[src/logic/pcd_pkg.sv]
/*
 * Shared constants and carrier types of the pin change detector:
 * register offsets, field positions, reset values, AXI4-Lite channel
 * structs. Assumes a 32-bit AXI4-Lite master with an 8-bit address.
 */
package pcd_pkg;

    localparam int NPIN = 16;
    localparam int NIRQ = 2;

    // ------------------------------------------------------------
    // register byte offsets
    // ------------------------------------------------------------
    localparam logic [7:0] CTRL_OFF = 8'h00;
    localparam logic [7:0] RISE_OFF = 8'h04;
    localparam logic [7:0] FALL_OFF = 8'h08;
    localparam logic [7:0] FLAG_OFF = 8'h0C;
    localparam logic [7:0] PU_OFF   = 8'h10;
    localparam logic [7:0] PD_OFF   = 8'h14;
    localparam logic [7:0] SUM_OFF  = 8'h18;
    localparam logic [7:0] ISTA_OFF = 8'h1C;
    localparam logic [7:0] IMSK_OFF = 8'h20;
    localparam logic [7:0] PIN_OFF  = 8'h24;

    // ------------------------------------------------------------
    // field positions and reset values
    // ------------------------------------------------------------
    localparam int ON_BIT       = 0;
    localparam int SUM_BIT      = 0;
    localparam int IRQ_RISE_BIT = 0;
    localparam int IRQ_FALL_BIT = 1;

    localparam logic            ON_RST   = 1'b0;
    localparam logic [15:0]     EN_RST   = 16'h0000;
    localparam logic            FLAG_RST = 1'b0;
    localparam logic [NIRQ-1:0] IRQ_RST  = 2'h0;

    localparam logic [1:0] RESP_OKAY   = 2'h0;
    localparam logic [1:0] RESP_SLVERR = 2'h2;

    // ------------------------------------------------------------
    // AXI4-Lite carriers
    // ------------------------------------------------------------
    typedef struct packed {
        logic [7:0]  awaddr;
        logic        awvalid;
        logic [31:0] wdata;
        logic [3:0]  wstrb;
        logic        wvalid;
        logic        bready;
        logic [7:0]  araddr;
        logic        arvalid;
        logic        rready;
    } axil_req_t;

    typedef struct packed {
        logic        awready;
        logic        wready;
        logic [1:0]  bresp;
        logic        bvalid;
        logic        arready;
        logic [31:0] rdata;
        logic [1:0]  rresp;
        logic        rvalid;
    } axil_rsp_t;

endpackage

[src/logic/pin_sync.sv]
/*
 * Two-flop synchroniser for a vector of asynchronous pin levels.
 * Assumes each bit is an independent level; no bus coherence.
 */
`timescale 1ns/1ps
module pin_sync #(
    parameter int W = 1
) (
    input  wire logic         aclk,
    input  wire logic         aresetn,
    input  wire logic [W-1:0] d,
    output logic      [W-1:0] q
);

    typedef struct packed {
        logic [W-1:0] s1;
        logic [W-1:0] s2;
    } sync_st_t;

    sync_st_t st_r;
    sync_st_t st_nxt;

    always_comb
    begin
        st_nxt.s1 = d;
        st_nxt.s2 = st_r.s1;
    end

    always_ff @(posedge aclk)
    begin
        if (!aresetn)
            st_r <= '0;
        else
            st_r <= st_nxt;
    end

    assign q = st_r.s2;

endmodule

[src/logic/edge_cell.sv]
/*
 * Edge detector and sticky change flag of one pin.
 * Assumes sample is already synchronised to aclk and clear is a
 * one-cycle strobe from the register file.
 */
`timescale 1ns/1ps
module edge_cell
    import pcd_pkg::*;
(
    input  wire logic aclk,
    input  wire logic aresetn,
    input  wire logic sample,
    input  wire logic detect_on,
    input  wire logic rise_en,
    input  wire logic fall_en,
    input  wire logic clear,
    output logic      flag,
    output logic      rise_hit,
    output logic      fall_hit
);

    typedef struct packed {
        logic prev;
        logic flag;
    } cell_st_t;

    cell_st_t st_r;
    cell_st_t st_nxt;

    always_comb
    begin
        rise_hit    = detect_on & rise_en & sample & ~st_r.prev;
        fall_hit    = detect_on & fall_en & ~sample & st_r.prev;
        // prev tracks the pin even while off, so switching on is quiet
        st_nxt.prev = sample;
        if (rise_hit || fall_hit)
            st_nxt.flag = 1'b1;
        else if (clear)
            st_nxt.flag = 1'b0;
        else
            st_nxt.flag = st_r.flag;
    end

    always_ff @(posedge aclk)
    begin
        if (!aresetn)
            st_r <= '{prev: 1'b0, flag: FLAG_RST};
        else
            st_r <= st_nxt;
    end

    assign flag = st_r.flag;

endmodule

[src/logic/pin_change_detector.sv]
/*
 * Pin change detector of one 16-pin port with pull controls, an
 * interrupt status/mask pair and an AXI4-Lite register slave.
 * Assumes pin_in is asynchronous and the bus master is AXI4-Lite.
 */
// Implementation choices: the placing of the registers and register access over AXI4-Lite.
`timescale 1ns/1ps

// Function
// - a set falling enable arms falling edge detection on its pin.
// - an enabled edge sets the pin flag, the summary and the interrupt status.
// - a pin flag sets on an enabled rising or falling edge.
// - with both enables set, edges of either polarity are flagged.
// - with both enables clear, the pin is not watched at all.
// - writing zero to a pin flag clears it until the next edge.
// - software writes can never set a pin flag.
// - a pull-up enable bit switches the weak pull-up of its pin.
// - a pull-down enable bit switches the weak pull-down of its pin.
// - the read-only summary is set while any pin flag is set.
// - a set rising enable arms rising edge detection on its pin.
module pin_change_detector (
    input  wire logic                aclk,
    input  wire logic                aresetn,
    input  wire pcd_pkg::axil_req_t  axi_req,
    output pcd_pkg::axil_rsp_t       axi_rsp,
    input  wire logic [15:0]         pin_in,
    output logic      [15:0]         pullup_en,
    output logic      [15:0]         pulldown_en,
    output logic                     irq
);
    import pcd_pkg::*;

    typedef struct packed {
        logic            on;
        logic [15:0]     rise;
        logic [15:0]     fall;
        logic [15:0]     pu;
        logic [15:0]     pd;
        logic [NIRQ-1:0] ista;
        logic [NIRQ-1:0] imsk;
        logic            aw_got;
        logic [7:0]      waddr;
        logic            w_got;
        logic [31:0]     wdata;
        logic [3:0]      wstrb;
        logic            bvalid;
        logic [1:0]      bresp;
        logic            rvalid;
        logic [31:0]     rdata;
        logic [1:0]      rresp;
    } ctl_st_t;

    localparam ctl_st_t ST_RST = '{
        on:   ON_RST,
        rise: EN_RST,
        fall: EN_RST,
        pu:   EN_RST,
        pd:   EN_RST,
        ista: IRQ_RST,
        imsk: IRQ_RST,
        default: '0
    };

    ctl_st_t         st_r;
    ctl_st_t         st_nxt;
    logic [15:0]     pin_s;
    logic [15:0]     flags;
    logic [15:0]     rise_hit;
    logic [15:0]     fall_hit;
    logic [15:0]     clr;
    logic [15:0]     lane;
    logic [NIRQ-1:0] w1c;
    logic [NIRQ-1:0] evt;
    logic [31:0]     rd_word;
    logic [1:0]      rd_resp;
    logic [7:0]      raddr;
    logic            summary;
    logic            wr_fire;
    logic            awready;
    logic            wready;
    logic            arready;

    // ------------------------------------------------------------
    // pin sampling and per-pin detectors
    // ------------------------------------------------------------
    pin_sync #(
        .W (NPIN)
    ) u_sync (
        .aclk    (aclk),
        .aresetn (aresetn),
        .d       (pin_in),
        .q       (pin_s)
    );

    genvar gi;
    generate
        for (gi = 0; gi < NPIN; gi++)
        begin : g_pin
            edge_cell u_cell (
                .aclk      (aclk),
                .aresetn   (aresetn),
                .sample    (pin_s[gi]),
                .detect_on (st_r.on),
                .rise_en   (st_r.rise[gi]),
                .fall_en   (st_r.fall[gi]),
                .clear     (clr[gi]),
                .flag      (flags[gi]),
                .rise_hit  (rise_hit[gi]),
                .fall_hit  (fall_hit[gi])
            );
        end
    endgenerate

    assign summary = |flags;

    // ------------------------------------------------------------
    // bus handshakes and outputs
    // ------------------------------------------------------------
    assign awready = ~st_r.aw_got & ~st_r.bvalid;
    assign wready  = ~st_r.w_got & ~st_r.bvalid;
    assign arready = ~st_r.rvalid;
    assign wr_fire = st_r.aw_got & st_r.w_got & ~st_r.bvalid;
    assign lane    = {{8{st_r.wstrb[1]}}, {8{st_r.wstrb[0]}}};
    assign raddr   = {axi_req.araddr[7:2], 2'b00};
    assign evt     = {|fall_hit, |rise_hit};

    assign axi_rsp.awready = awready;
    assign axi_rsp.wready  = wready;
    assign axi_rsp.bvalid  = st_r.bvalid;
    assign axi_rsp.bresp   = st_r.bresp;
    assign axi_rsp.arready = arready;
    assign axi_rsp.rvalid  = st_r.rvalid;
    assign axi_rsp.rdata   = st_r.rdata;
    assign axi_rsp.rresp   = st_r.rresp;

    assign pullup_en   = st_r.pu;
    assign pulldown_en = st_r.pd;
    assign irq         = |(st_r.ista & st_r.imsk);

    // ------------------------------------------------------------
    // next state
    // ------------------------------------------------------------
    always_comb
    begin
        st_nxt  = st_r;
        clr     = '0;
        w1c     = '0;
        rd_word = '0;
        rd_resp = RESP_OKAY;
        if (axi_req.awvalid && awready)
        begin
            st_nxt.aw_got = 1'b1;
            st_nxt.waddr  = {axi_req.awaddr[7:2], 2'b00};
        end
        if (axi_req.wvalid && wready)
        begin
            st_nxt.w_got = 1'b1;
            st_nxt.wdata = axi_req.wdata;
            st_nxt.wstrb = axi_req.wstrb;
        end
        if (st_r.bvalid && axi_req.bready)
            st_nxt.bvalid = 1'b0;
        if (wr_fire)
        begin
            st_nxt.aw_got = 1'b0;
            st_nxt.w_got  = 1'b0;
            st_nxt.bvalid = 1'b1;
            st_nxt.bresp  = RESP_OKAY;
            if (st_r.waddr == CTRL_OFF)
            begin
                if (st_r.wstrb[0])
                    st_nxt.on = st_r.wdata[ON_BIT];
            end
            else if (st_r.waddr == RISE_OFF)
                st_nxt.rise = (st_r.rise & ~lane)
                            | (st_r.wdata[15:0] & lane);
            else if (st_r.waddr == FALL_OFF)
                st_nxt.fall = (st_r.fall & ~lane)
                            | (st_r.wdata[15:0] & lane);
            else if (st_r.waddr == FLAG_OFF)
                // zeros clear, ones leave the flag alone
                clr = lane & ~st_r.wdata[15:0];
            else if (st_r.waddr == PU_OFF)
                st_nxt.pu = (st_r.pu & ~lane)
                          | (st_r.wdata[15:0] & lane);
            else if (st_r.waddr == PD_OFF)
                st_nxt.pd = (st_r.pd & ~lane)
                          | (st_r.wdata[15:0] & lane);
            else if (st_r.waddr == ISTA_OFF)
                w1c = lane[NIRQ-1:0] & st_r.wdata[NIRQ-1:0];
            else if (st_r.waddr == IMSK_OFF)
                st_nxt.imsk = (st_r.imsk & ~lane[NIRQ-1:0])
                            | (st_r.wdata[NIRQ-1:0] & lane[NIRQ-1:0]);
            else if (st_r.waddr == SUM_OFF || st_r.waddr == PIN_OFF)
                st_nxt.bresp = RESP_OKAY;
            else
                st_nxt.bresp = RESP_SLVERR;
        end
        // a new event in the clearing cycle survives
        st_nxt.ista = (st_r.ista & ~w1c) | evt;

        if (raddr == CTRL_OFF)
            rd_word[ON_BIT] = st_r.on;
        else if (raddr == RISE_OFF)
            rd_word[15:0] = st_r.rise;
        else if (raddr == FALL_OFF)
            rd_word[15:0] = st_r.fall;
        else if (raddr == FLAG_OFF)
            rd_word[15:0] = flags;
        else if (raddr == PU_OFF)
            rd_word[15:0] = st_r.pu;
        else if (raddr == PD_OFF)
            rd_word[15:0] = st_r.pd;
        else if (raddr == SUM_OFF)
            rd_word[SUM_BIT] = summary;
        else if (raddr == ISTA_OFF)
            rd_word[NIRQ-1:0] = st_r.ista;
        else if (raddr == IMSK_OFF)
            rd_word[NIRQ-1:0] = st_r.imsk;
        else if (raddr == PIN_OFF)
            rd_word[15:0] = pin_s;
        else
            rd_resp = RESP_SLVERR;

        if (st_r.rvalid && axi_req.rready)
            st_nxt.rvalid = 1'b0;
        if (axi_req.arvalid && arready)
        begin
            st_nxt.rvalid = 1'b1;
            st_nxt.rdata  = rd_word;
            st_nxt.rresp  = rd_resp;
        end
    end

    always_ff @(posedge aclk)
    begin
        if (!aresetn)
            st_r <= ST_RST;
        else
            st_r <= st_nxt;
    end
endmodule

[config.mk]
export PLATFORM = sky130hd
export DESIGN_NAME = pin_change_detector
export DESIGN_NICKNAME = d
export VERILOG_FILES = /design/src/logic/pcd_pkg.sv /design/src/logic/pin_sync.sv /design/src/logic/edge_cell.sv /design/src/logic/pin_change_detector.sv
export SDC_FILE = /design/constraint.sdc
export NUM_CORES = 1
export LEC_CHECK = 0
export ABC_AREA = 1
export BUFFER_PORTS_ARGS = -buffer_cell sky130_fd_sc_hd__clkbuf_2
export CORE_MARGIN = 2
export CORE_UTILIZATION = 62
export CTS_BUF_LIST = sky130_fd_sc_hd__clkbuf_4 sky130_fd_sc_hd__clkbuf_8
export DETAILED_ROUTE_END_ITERATION = 6
export GPL_TIMING_DRIVEN = 0
export PLACE_DENSITY = 0.88
export SYNTH_ARGS = -nofsm -noshare
export SYNTH_HDL_FRONTEND = slang
export SYNTH_SLANG_ARGS = --single-unit
[constraint.sdc]
create_clock -name aclk -period 2.78 [get_ports aclk]
set_clock_uncertainty 0.05 [all_clocks]
set_input_delay 0 -clock aclk [delete_from_list [all_inputs] [get_ports aclk]]
set_output_delay 0 -clock aclk [all_outputs]
set_load 0.01 [all_outputs]
* Word level (Yosys, flattened, before mapping)
Cells that the tools add are included.
Cells by class: equality and inequality tests 18, mux-type cells 82, bitwise logic cells 164, reduce and logical (&&, ||, !) cells 53
Operator list (count):
- two-way mux 16 bit | 11
- bitwise AND 1 bit | 100
- bitwise AND 16 bit | 6
- bitwise OR 16 bit | 4
- two-way mux 2 bit | 29
- == test 6 x 3 -> 1 bit, second input constant | 8
- OR reduction 16 bit | 3
- NOT 1 bit | 44
- two-way mux 1 bit | 36
- nonzero test 2 bit | 18
- two-way mux 35 bit | 1
- NOT 16 bit | 2
- two-way mux 15 bit | 2
- two-way mux 14 bit | 2
- == test 6 x 2 -> 1 bit, second input constant | 4
- == test 6 x 4 -> 1 bit, second input constant | 4
- logical OR 1 bit | 17
- logical NOT 8 bit | 2
- == test 6 x 1 -> 1 bit, second input constant | 2
- AND reduction 9 bit | 1
- bitwise AND 2 bit | 4
- AND reduction 7 bit | 1
- AND reduction 3 bit | 2
- AND reduction 6 bit | 1
- other kinds (6) | 13
Word-level totals: flip-flop bits (word level) 181, input port bits 75, output and inout port bits 74

* Depth between registers and ports, before layout
Gate-level depths: netlist of run 1.
depth in word-level cells 12, depth in mapped cells 11, depth with buffers taken out 11

* Cells and area by module
Synthesis of run 1 repeated with hierarchy kept, for this count alone.
Second synthesis, totals: cells, all modules 1225, area, all modules 8538.2 um^2
Modules (own cells, without submodules):
- pin_change_detector | instances 1, cells each 838, area each 5962.0 um^2
- edge_cell | instances 16, cells each 18, area each 103.8 um^2
- pin_sync | instances 1, cells each 99, area each 914.6 um^2

* Worst setup path before layout of run 1
No wires, ideal clock.
kind register to register, from register st_r[77] in the netlist's numbering, to register with a tool-made name, setup time 0.119 ns, data arrival time 1.340 ns, data required time 2.611 ns, setup slack 1.271 ns, stages on the path, launching flop included 9, buffers on the path 1, clock period less this slack 1.509 ns, cell sequence dfxtp_1 -> inv_2 -> nor2_1 -> inv_1 -> nor3_4 -> nand2_1 -> buf_6 -> o21ai_0 -> a21oi_1
RTL lines:
- from (decl) | RTL line pin_change_detector.sv:64 | ctl_st_t st_r;
- from (signal assigned) | RTL line pin_change_detector.sv:240 | st_r <= st_nxt;

* Worst setup path after layout of run 1
from register st_r[152] in the netlist's numbering, to register st_r[87] in the netlist's numbering
On the way: word-level cells in the longest chain between the ends 5, elaborated cells on any way between the ends 50
Ends and longest elaborated chain:
- bitwise AND 1 bit (3 in a row) | RTL line edge_cell.sv:33 | fall_hit = detect_on & fall_en & ~sample & st_r.prev;
- OR reduction 16 bit * | RTL line pin_change_detector.sv:125 | assign evt = {|fall_hit, |rise_hit};
- bitwise OR 2 bit * | RTL line pin_change_detector.sv:200 | st_nxt.ista = (st_r.ista & ~w1c) | evt;
Every way passes the cells marked *; elsewhere a longest branch is shown, timed or not. A chain may end at the register's enable or synchronous reset.

==> flow_summary.toml, run 1 <==
[outcome]
status = "finished with violations"
violations = "design-rule violations"

[pwr]
p_sw_mw = 1.34
leakage_nw = 4.60
power_density_nw_per_um2 = 508
pwr-share-seq = 0.549
vdd_drop_max_mv = 0.485
switching_share = 0.270
combPwrFrac = 0.099
power_frac_clock = 0.351
cell_internal_pwr_mw = 3.61
p_total_mw = 4.94

[grt]
grt_pass1_wl_um = 39400
antenna_found_initial = 0
grt_max_degree = 17
gr-total-overflow = 0
grt_pass1_vias = 7784
track_usage = 0.365

[timing]
tightestPinTransition_ps = 739
worst_slack_ps = 507
setup_viol_count_final = 0
maxSlewViolCount = 0
setup_tns_ps = 0
grt_setup_unrepaired = "no"
whs_ps = 17.2
finalCritPeriodShare = 0.818
slew_headroom = 0.508
fmax_ghz = 0.440
hold_violations = 0
layout_min_cycle_time_ps = 2270

[cells_and_area]
final_cell_count_no_fill = 1479
syn_to_final_growth_pct = 20.7
fillCellCount = 986
drive_above_1_share = 0.198
nets = 1368

[place]
dp.cells = 1399
place_congestion = 1.00
pre_cts_slack_ps = 684
io_buffers = 108
hpwl_um = 18400

[critical_path]
rr_worst_depth = 7
crit_type = "reg2reg"
worst-path-stages = 7
worst-path-buf-inv = 3
cp.arrival_ps = 2590
worst_setup_path_start_kind = "flop"
cpPeakStageDelay_ps = 550
crit_chain = "inv_1 > buf_1 > nor4_1 > nor4_1 > nand3_1 > nand2_1 > inv_1"
endpoint_kind = "flop"
crit_required_ps = 3100
crit_slowest_cell = "nor4_1"
cp_max_fo = 10
cp_top_family = "simple AND/OR/NAND/NOR gates"
r2r_setup_slack_ps = 510

[floorplanning]
fp.dieH_um = 118
ioPinCount = 149
die_w_um = 118
die_area_um2 = 13900
start_util = 0.637
row_count = 41
core_area_um2 = 12700

[clock_tree]
clock-sinks = 179
clkTransAtPathRegs_ps = 90
cts_setup_buffers = 0
cts_tree = "yes"
htreeDepth = 4
clk_path_buf_depth = 2
clk_latency_ps = 470
cts_root_buffer = "clkbuf_8"
cts_buffers = 17

[synthesis]
yosysMostFrequentCell = "dfxtp_1"
synth_enable_flop_cells = 0
yosysSeqAreaShare = 0.444
synthCells = 1102
synth.avg_cell_area_um2 = 7.32
synthTopCellsByArea = "dfxtp_1 (44%), nand2_1 (8.0%), a21oi_1 (7.8%), inv_1 (7.3%), buf_4 (7.2%)"
synth_common_cells = "dfxtp_1 (179), nand2_1 (171), inv_1 (157), a21oi_1 (125), nor2_1 (103)"
synth_ff_type = "dfxtp_1"
syn-cell-area_um2 = 8070
synth-async-reset-ratio = 0
synth_top_cell_area_share = 0.444
synth_cell_types = 38
synth_largest_area_cell = "dfxtp_1"
ys_ff_latch = 179
synth_warnings = 0

[min_path]
hold-path-cell-count = 4
hold_path.class = "in2reg"

[job]
maxCapViolCount = 0

[route]
post_drt_wl_per_cell_um = 17.2
drc = 6
vias_per_cell = 5.52
drt_iter0_markers = 885
via_count = 8169
drt_wl_total_um = 25500
drtAntennaViolNets = 0
first_pass_iters = 7
-- power groups by stage --
stage,combinational [mW],sequential [mW],clock [mW]
after floorplan,0.282,2.74,0
after CTS,0.469,2.71,1.72
after global routing,0.540,2.72,1.83
after global placement,0.404,2.77,0
after detailed placement,0.413,2.77,0
final,0.491,2.72,1.74
-- repair_timing --
action | in CTS | in global routing
setup endpoints to repair | 0 | 0
hold buffers | 47 | 0
endpoints found under the hold margin | 49 | 0
resized for setup | 0 | 0
-- logic make-up after synthesis --
group | after synthesis | synth area share
other | 1 | 0.000465
and+or+nand+nor | 361 | 0.197
DFF | 179 | 0.444
AOI/OAI and AO/OA | 277 | 0.185
buffers and inverters | 284 | 0.173
-- path summary, 6_finish.rpt --
path	start	to
worst min-delay path	axi_req[1]	axi_rsp[5]
worst min register to register	u_sync.st_nxt[12]	u_sync.q[12]
worst max-delay path	st_r[152]	st_r[87]
worst max register to register	st_r[152]	st_r[87]
-- cells in the final DEF, fill, tap and decap left out, types with 9 or more instances in the layout --
master	n
nor2_1	103
o22ai_1	13
nand2_1	171
nand3_1	29
nand4_1	24
dfxtp_1	179
clkbuf_1	26
clkbuf_8	19
inv_1	157
conb_1	18
nor4_1	14
dlygate4sd3_1	47
o21bai_1	9
o21ai_0	98
buf_4	77
clkbuf_2	109
a21oi_1	125
-- cell type report --
type / count / area, um^2 / area share
inverters: 166 / 623 / 0.0640
diodes: 1 / 2.50 / 0.000257
multi-input cells: 656 / 3150 / 0.324
repair buffers: 155 / 1010 / 0.104
clock buffers: 21 / 277 / 0.0284
clock inverters: 11 / 104 / 0.0107
well taps: 172 / 215 / 0.0221
flip-flops and latches: 179 / 3580 / 0.368
plain buffers: 118 / 772 / 0.0793
-- worst min-delay path: stages --
cell	delay (ps)
clkbuf_2	80
nand2_1	230
nand2_1	130
a21oi_1	60
-- through the flow --
| stage | cell area (um^2) | utilization |
|---|---|---|
| 6_report | 9740 | 0.769 |
| 5_1_grt | 9740 | 0.768 |
| 4_1_cts | 9740 | 0.768 |
| 3_5_place_dp | 8890 | 0.701 |
| 3_3_place_gp | 8890 | 0.701 |
| 2_1_floorplan | 8130 | - |
-- metal layers --
layer | vias up | share of wire | global-route usage
li1 | 3858 | - | -
met1 | 3802 | 0.40 | 0.445
met2 | 426 | 0.49 | 0.629
met3 | 83 | 0.071 | 0.0601
met4 | 0 | 0.042 | 0.167
met5 | - | 0 | 0
No activity file was read; power rests on OpenSTA's default activity.
==> run 2, diff against run 1 <==
CORE_UTILIZATION = 52   (was 62)
PLACE_DENSITY = 0.78   (was 0.88)
clock period = 2 ns   (was 2.78 ns; I/O delays follow)
==> run 2 against run 1 <==
  * The run now ends clean
  * Non-clock buffer count grew 15
  * Clock power rose by 40%
  * First-iteration DRC count fell by 14%
  * Fmax grew 20%
  * Sequential share of layout area is 0.67 points lower
  * Register-to-register slack worse by 400 ps
  * Critical path depth did not move
  * Sequential power increased by 39%
  * Global-route usage down 6.1 points
  * Final cell count up 2.0%
  * Routed wire length is 1.6% lower
  * Worst setup slack got worse by 400 ps
  * Critical path type unchanged
  * Largest power group unchanged
==> flow_summary.toml, run 2 (synthesized netlist as in run 1, its figures left out) <==
[outcome]
status = "completed"

[place]
hpwl_um = 18500
place_congestion = 0.983
pre_cts_slack_ps = -129
io_buffers = 108
dpl-instance-area_um2 = 8910

[route]
drt_iter0_markers = 762
first_pass_iters = 6
drt_wl_total_um = 25100
drc = 0
vias_per_cell = 5.31
via_count = 8003
drtAntennaViolNets = 0
post_drt_wl_per_cell_um = 16.6

[cells_and_area]
syn_to_final_growth_pct = 23.0
antenna_cells = 0
final_cell_mix = "dfxtp_1 (179), nand2_1 (167), inv_1 (157)"
nets = 1383
drive_above_1_share = 0.210
multi_input_area_um2 = 3180
register_area_um2 = 3580
finish.utilization = 0.653
stdcell_area_um2 = 9920
fillCellCount = 1349
mostFrequentLayoutCell = "dfxtp_1"

[critical_path]
cp.arrival_ps = 2230
crit_slowest_cell = "buf_4"
cp_common_cell = "buf_4"
worst-path-buf-inv = 3
cpPeakStageDelay_ps = 310
crit_chain = "inv_1 > nand2_1 > nor3_4 > buf_4 > nand4_1 > buf_4 > a211oi_1"
crit_required_ps = 2340
worst_setup_path_start_kind = "flop"
cp_top_family = "simple AND/OR/NAND/NOR gates"
crit_type = "reg2reg"
endpoint_kind = "flop"
cp_max_fo = 10

[floorplanning]
fp.dieH_um = 129
core_area_um2 = 15200
ioPinCount = 149
start_util = 0.531
die_area_um2 = 16500
row_count = 45
die_w_um = 129

[timing]
tightestPinTransition_ps = 738
fmax_ghz = 0.529
worst_slack_ps = 109
maxSlewViolCount = 0
slew_headroom = 0.508
hold_violations = 0
finalCritPeriodShare = 0.945
whs_ps = 33.1
setup_viol_count_final = 0
layout_min_cycle_time_ps = 1890
grt_setup_unrepaired = "yes"

[grt]
track_usage = 0.305
grt_pass1_wl_um = 38300
grt_pass1_vias = 7534
antenna_found_initial = 0
grt_max_degree = 17
gr-total-overflow = 0

[clock_tree]
clk_path_buf_depth = 2
htreeDepth = 4
clk_latency_ps = 490
cts_root_buffer = "clkbuf_8"
clkTransAtPathRegs_ps = 110
clock-sinks = 179
cts_tree = "yes"
cts_buffers = 17

[pwr]
leakage_nw = 4.71
p_total_mw = 6.90
power_density_nw_per_um2 = 696
vdd_drop_max_mv = 0.559

[job]
maxCapViolCount = 0

[min_path]
hold_path.class = "in2reg"
run 2: layout make-up:
class,count,area share
Sequential cell,179,0.361
Multi-Input combinational cell,656,0.321
Timing Repair Buffer,171,0.115
Buffer,117,0.0777
Inverter,166,0.0628
Clock buffer,20,0.0277
Tap cell,188,0.0237
Clock inverter,11,0.0106
run 2: per-stage QoR:
step | setup TNS [ps] | std cells
after floorplan | 0 | 1119
after CTS | 0 | 1496
final | 0 | 1508
after global routing | -66.2 | 1508
after global placement | -398 | 1415
after detailed placement | -667 | 1415
run 2: report_power, final:
group / internal (mW) / total, mW / switching, mW
Sequential: 3.66 / 3.78 / 0.111
Clock: 1.08 / 2.43 / 1.35
Combinational: 0.285 / 0.694 / 0.409
run 2: tightest hold or removal path: stages:
cell and delay (ps):
clkbuf_2 120, clkbuf_1 230, o21ai_0 130, a21oi_1 50
run 2: path summary, 6_finish.rpt:
| kind | from | endpoint | slack (ps) | cells past startpoint |
|---|---|---|---|---|
| max | st_r[81] | flop | 110 | 7 |
| min | aresetn | flop | 30 | 4 |
| max reg2reg | st_r[81] | flop | 110 | 7 |
| min reg2reg | u_sync.st_nxt[2] | u_sync.q[2] | 370 | 2 |
run 2: routing by layer:
metal | GRT usage | wire length, um | vias to the layer above
li1 | - | - | 3879
met1 | 0.374 | 10100 | 3703
met2 | 0.531 | 12300 | 340
met3 | 0.0478 | 1610 | 81
met4 | 0.134 | 1040 | 0
met5 | 0 | 0 | -
run 2: what timing repair did:
action                     CTS  global route
buffers inserted             0            11
resized for setup            1            13
hold endpoints to repair    51             6
pin swaps                    0             5
hold buffers                51             1
setup endpoints to repair   12            41
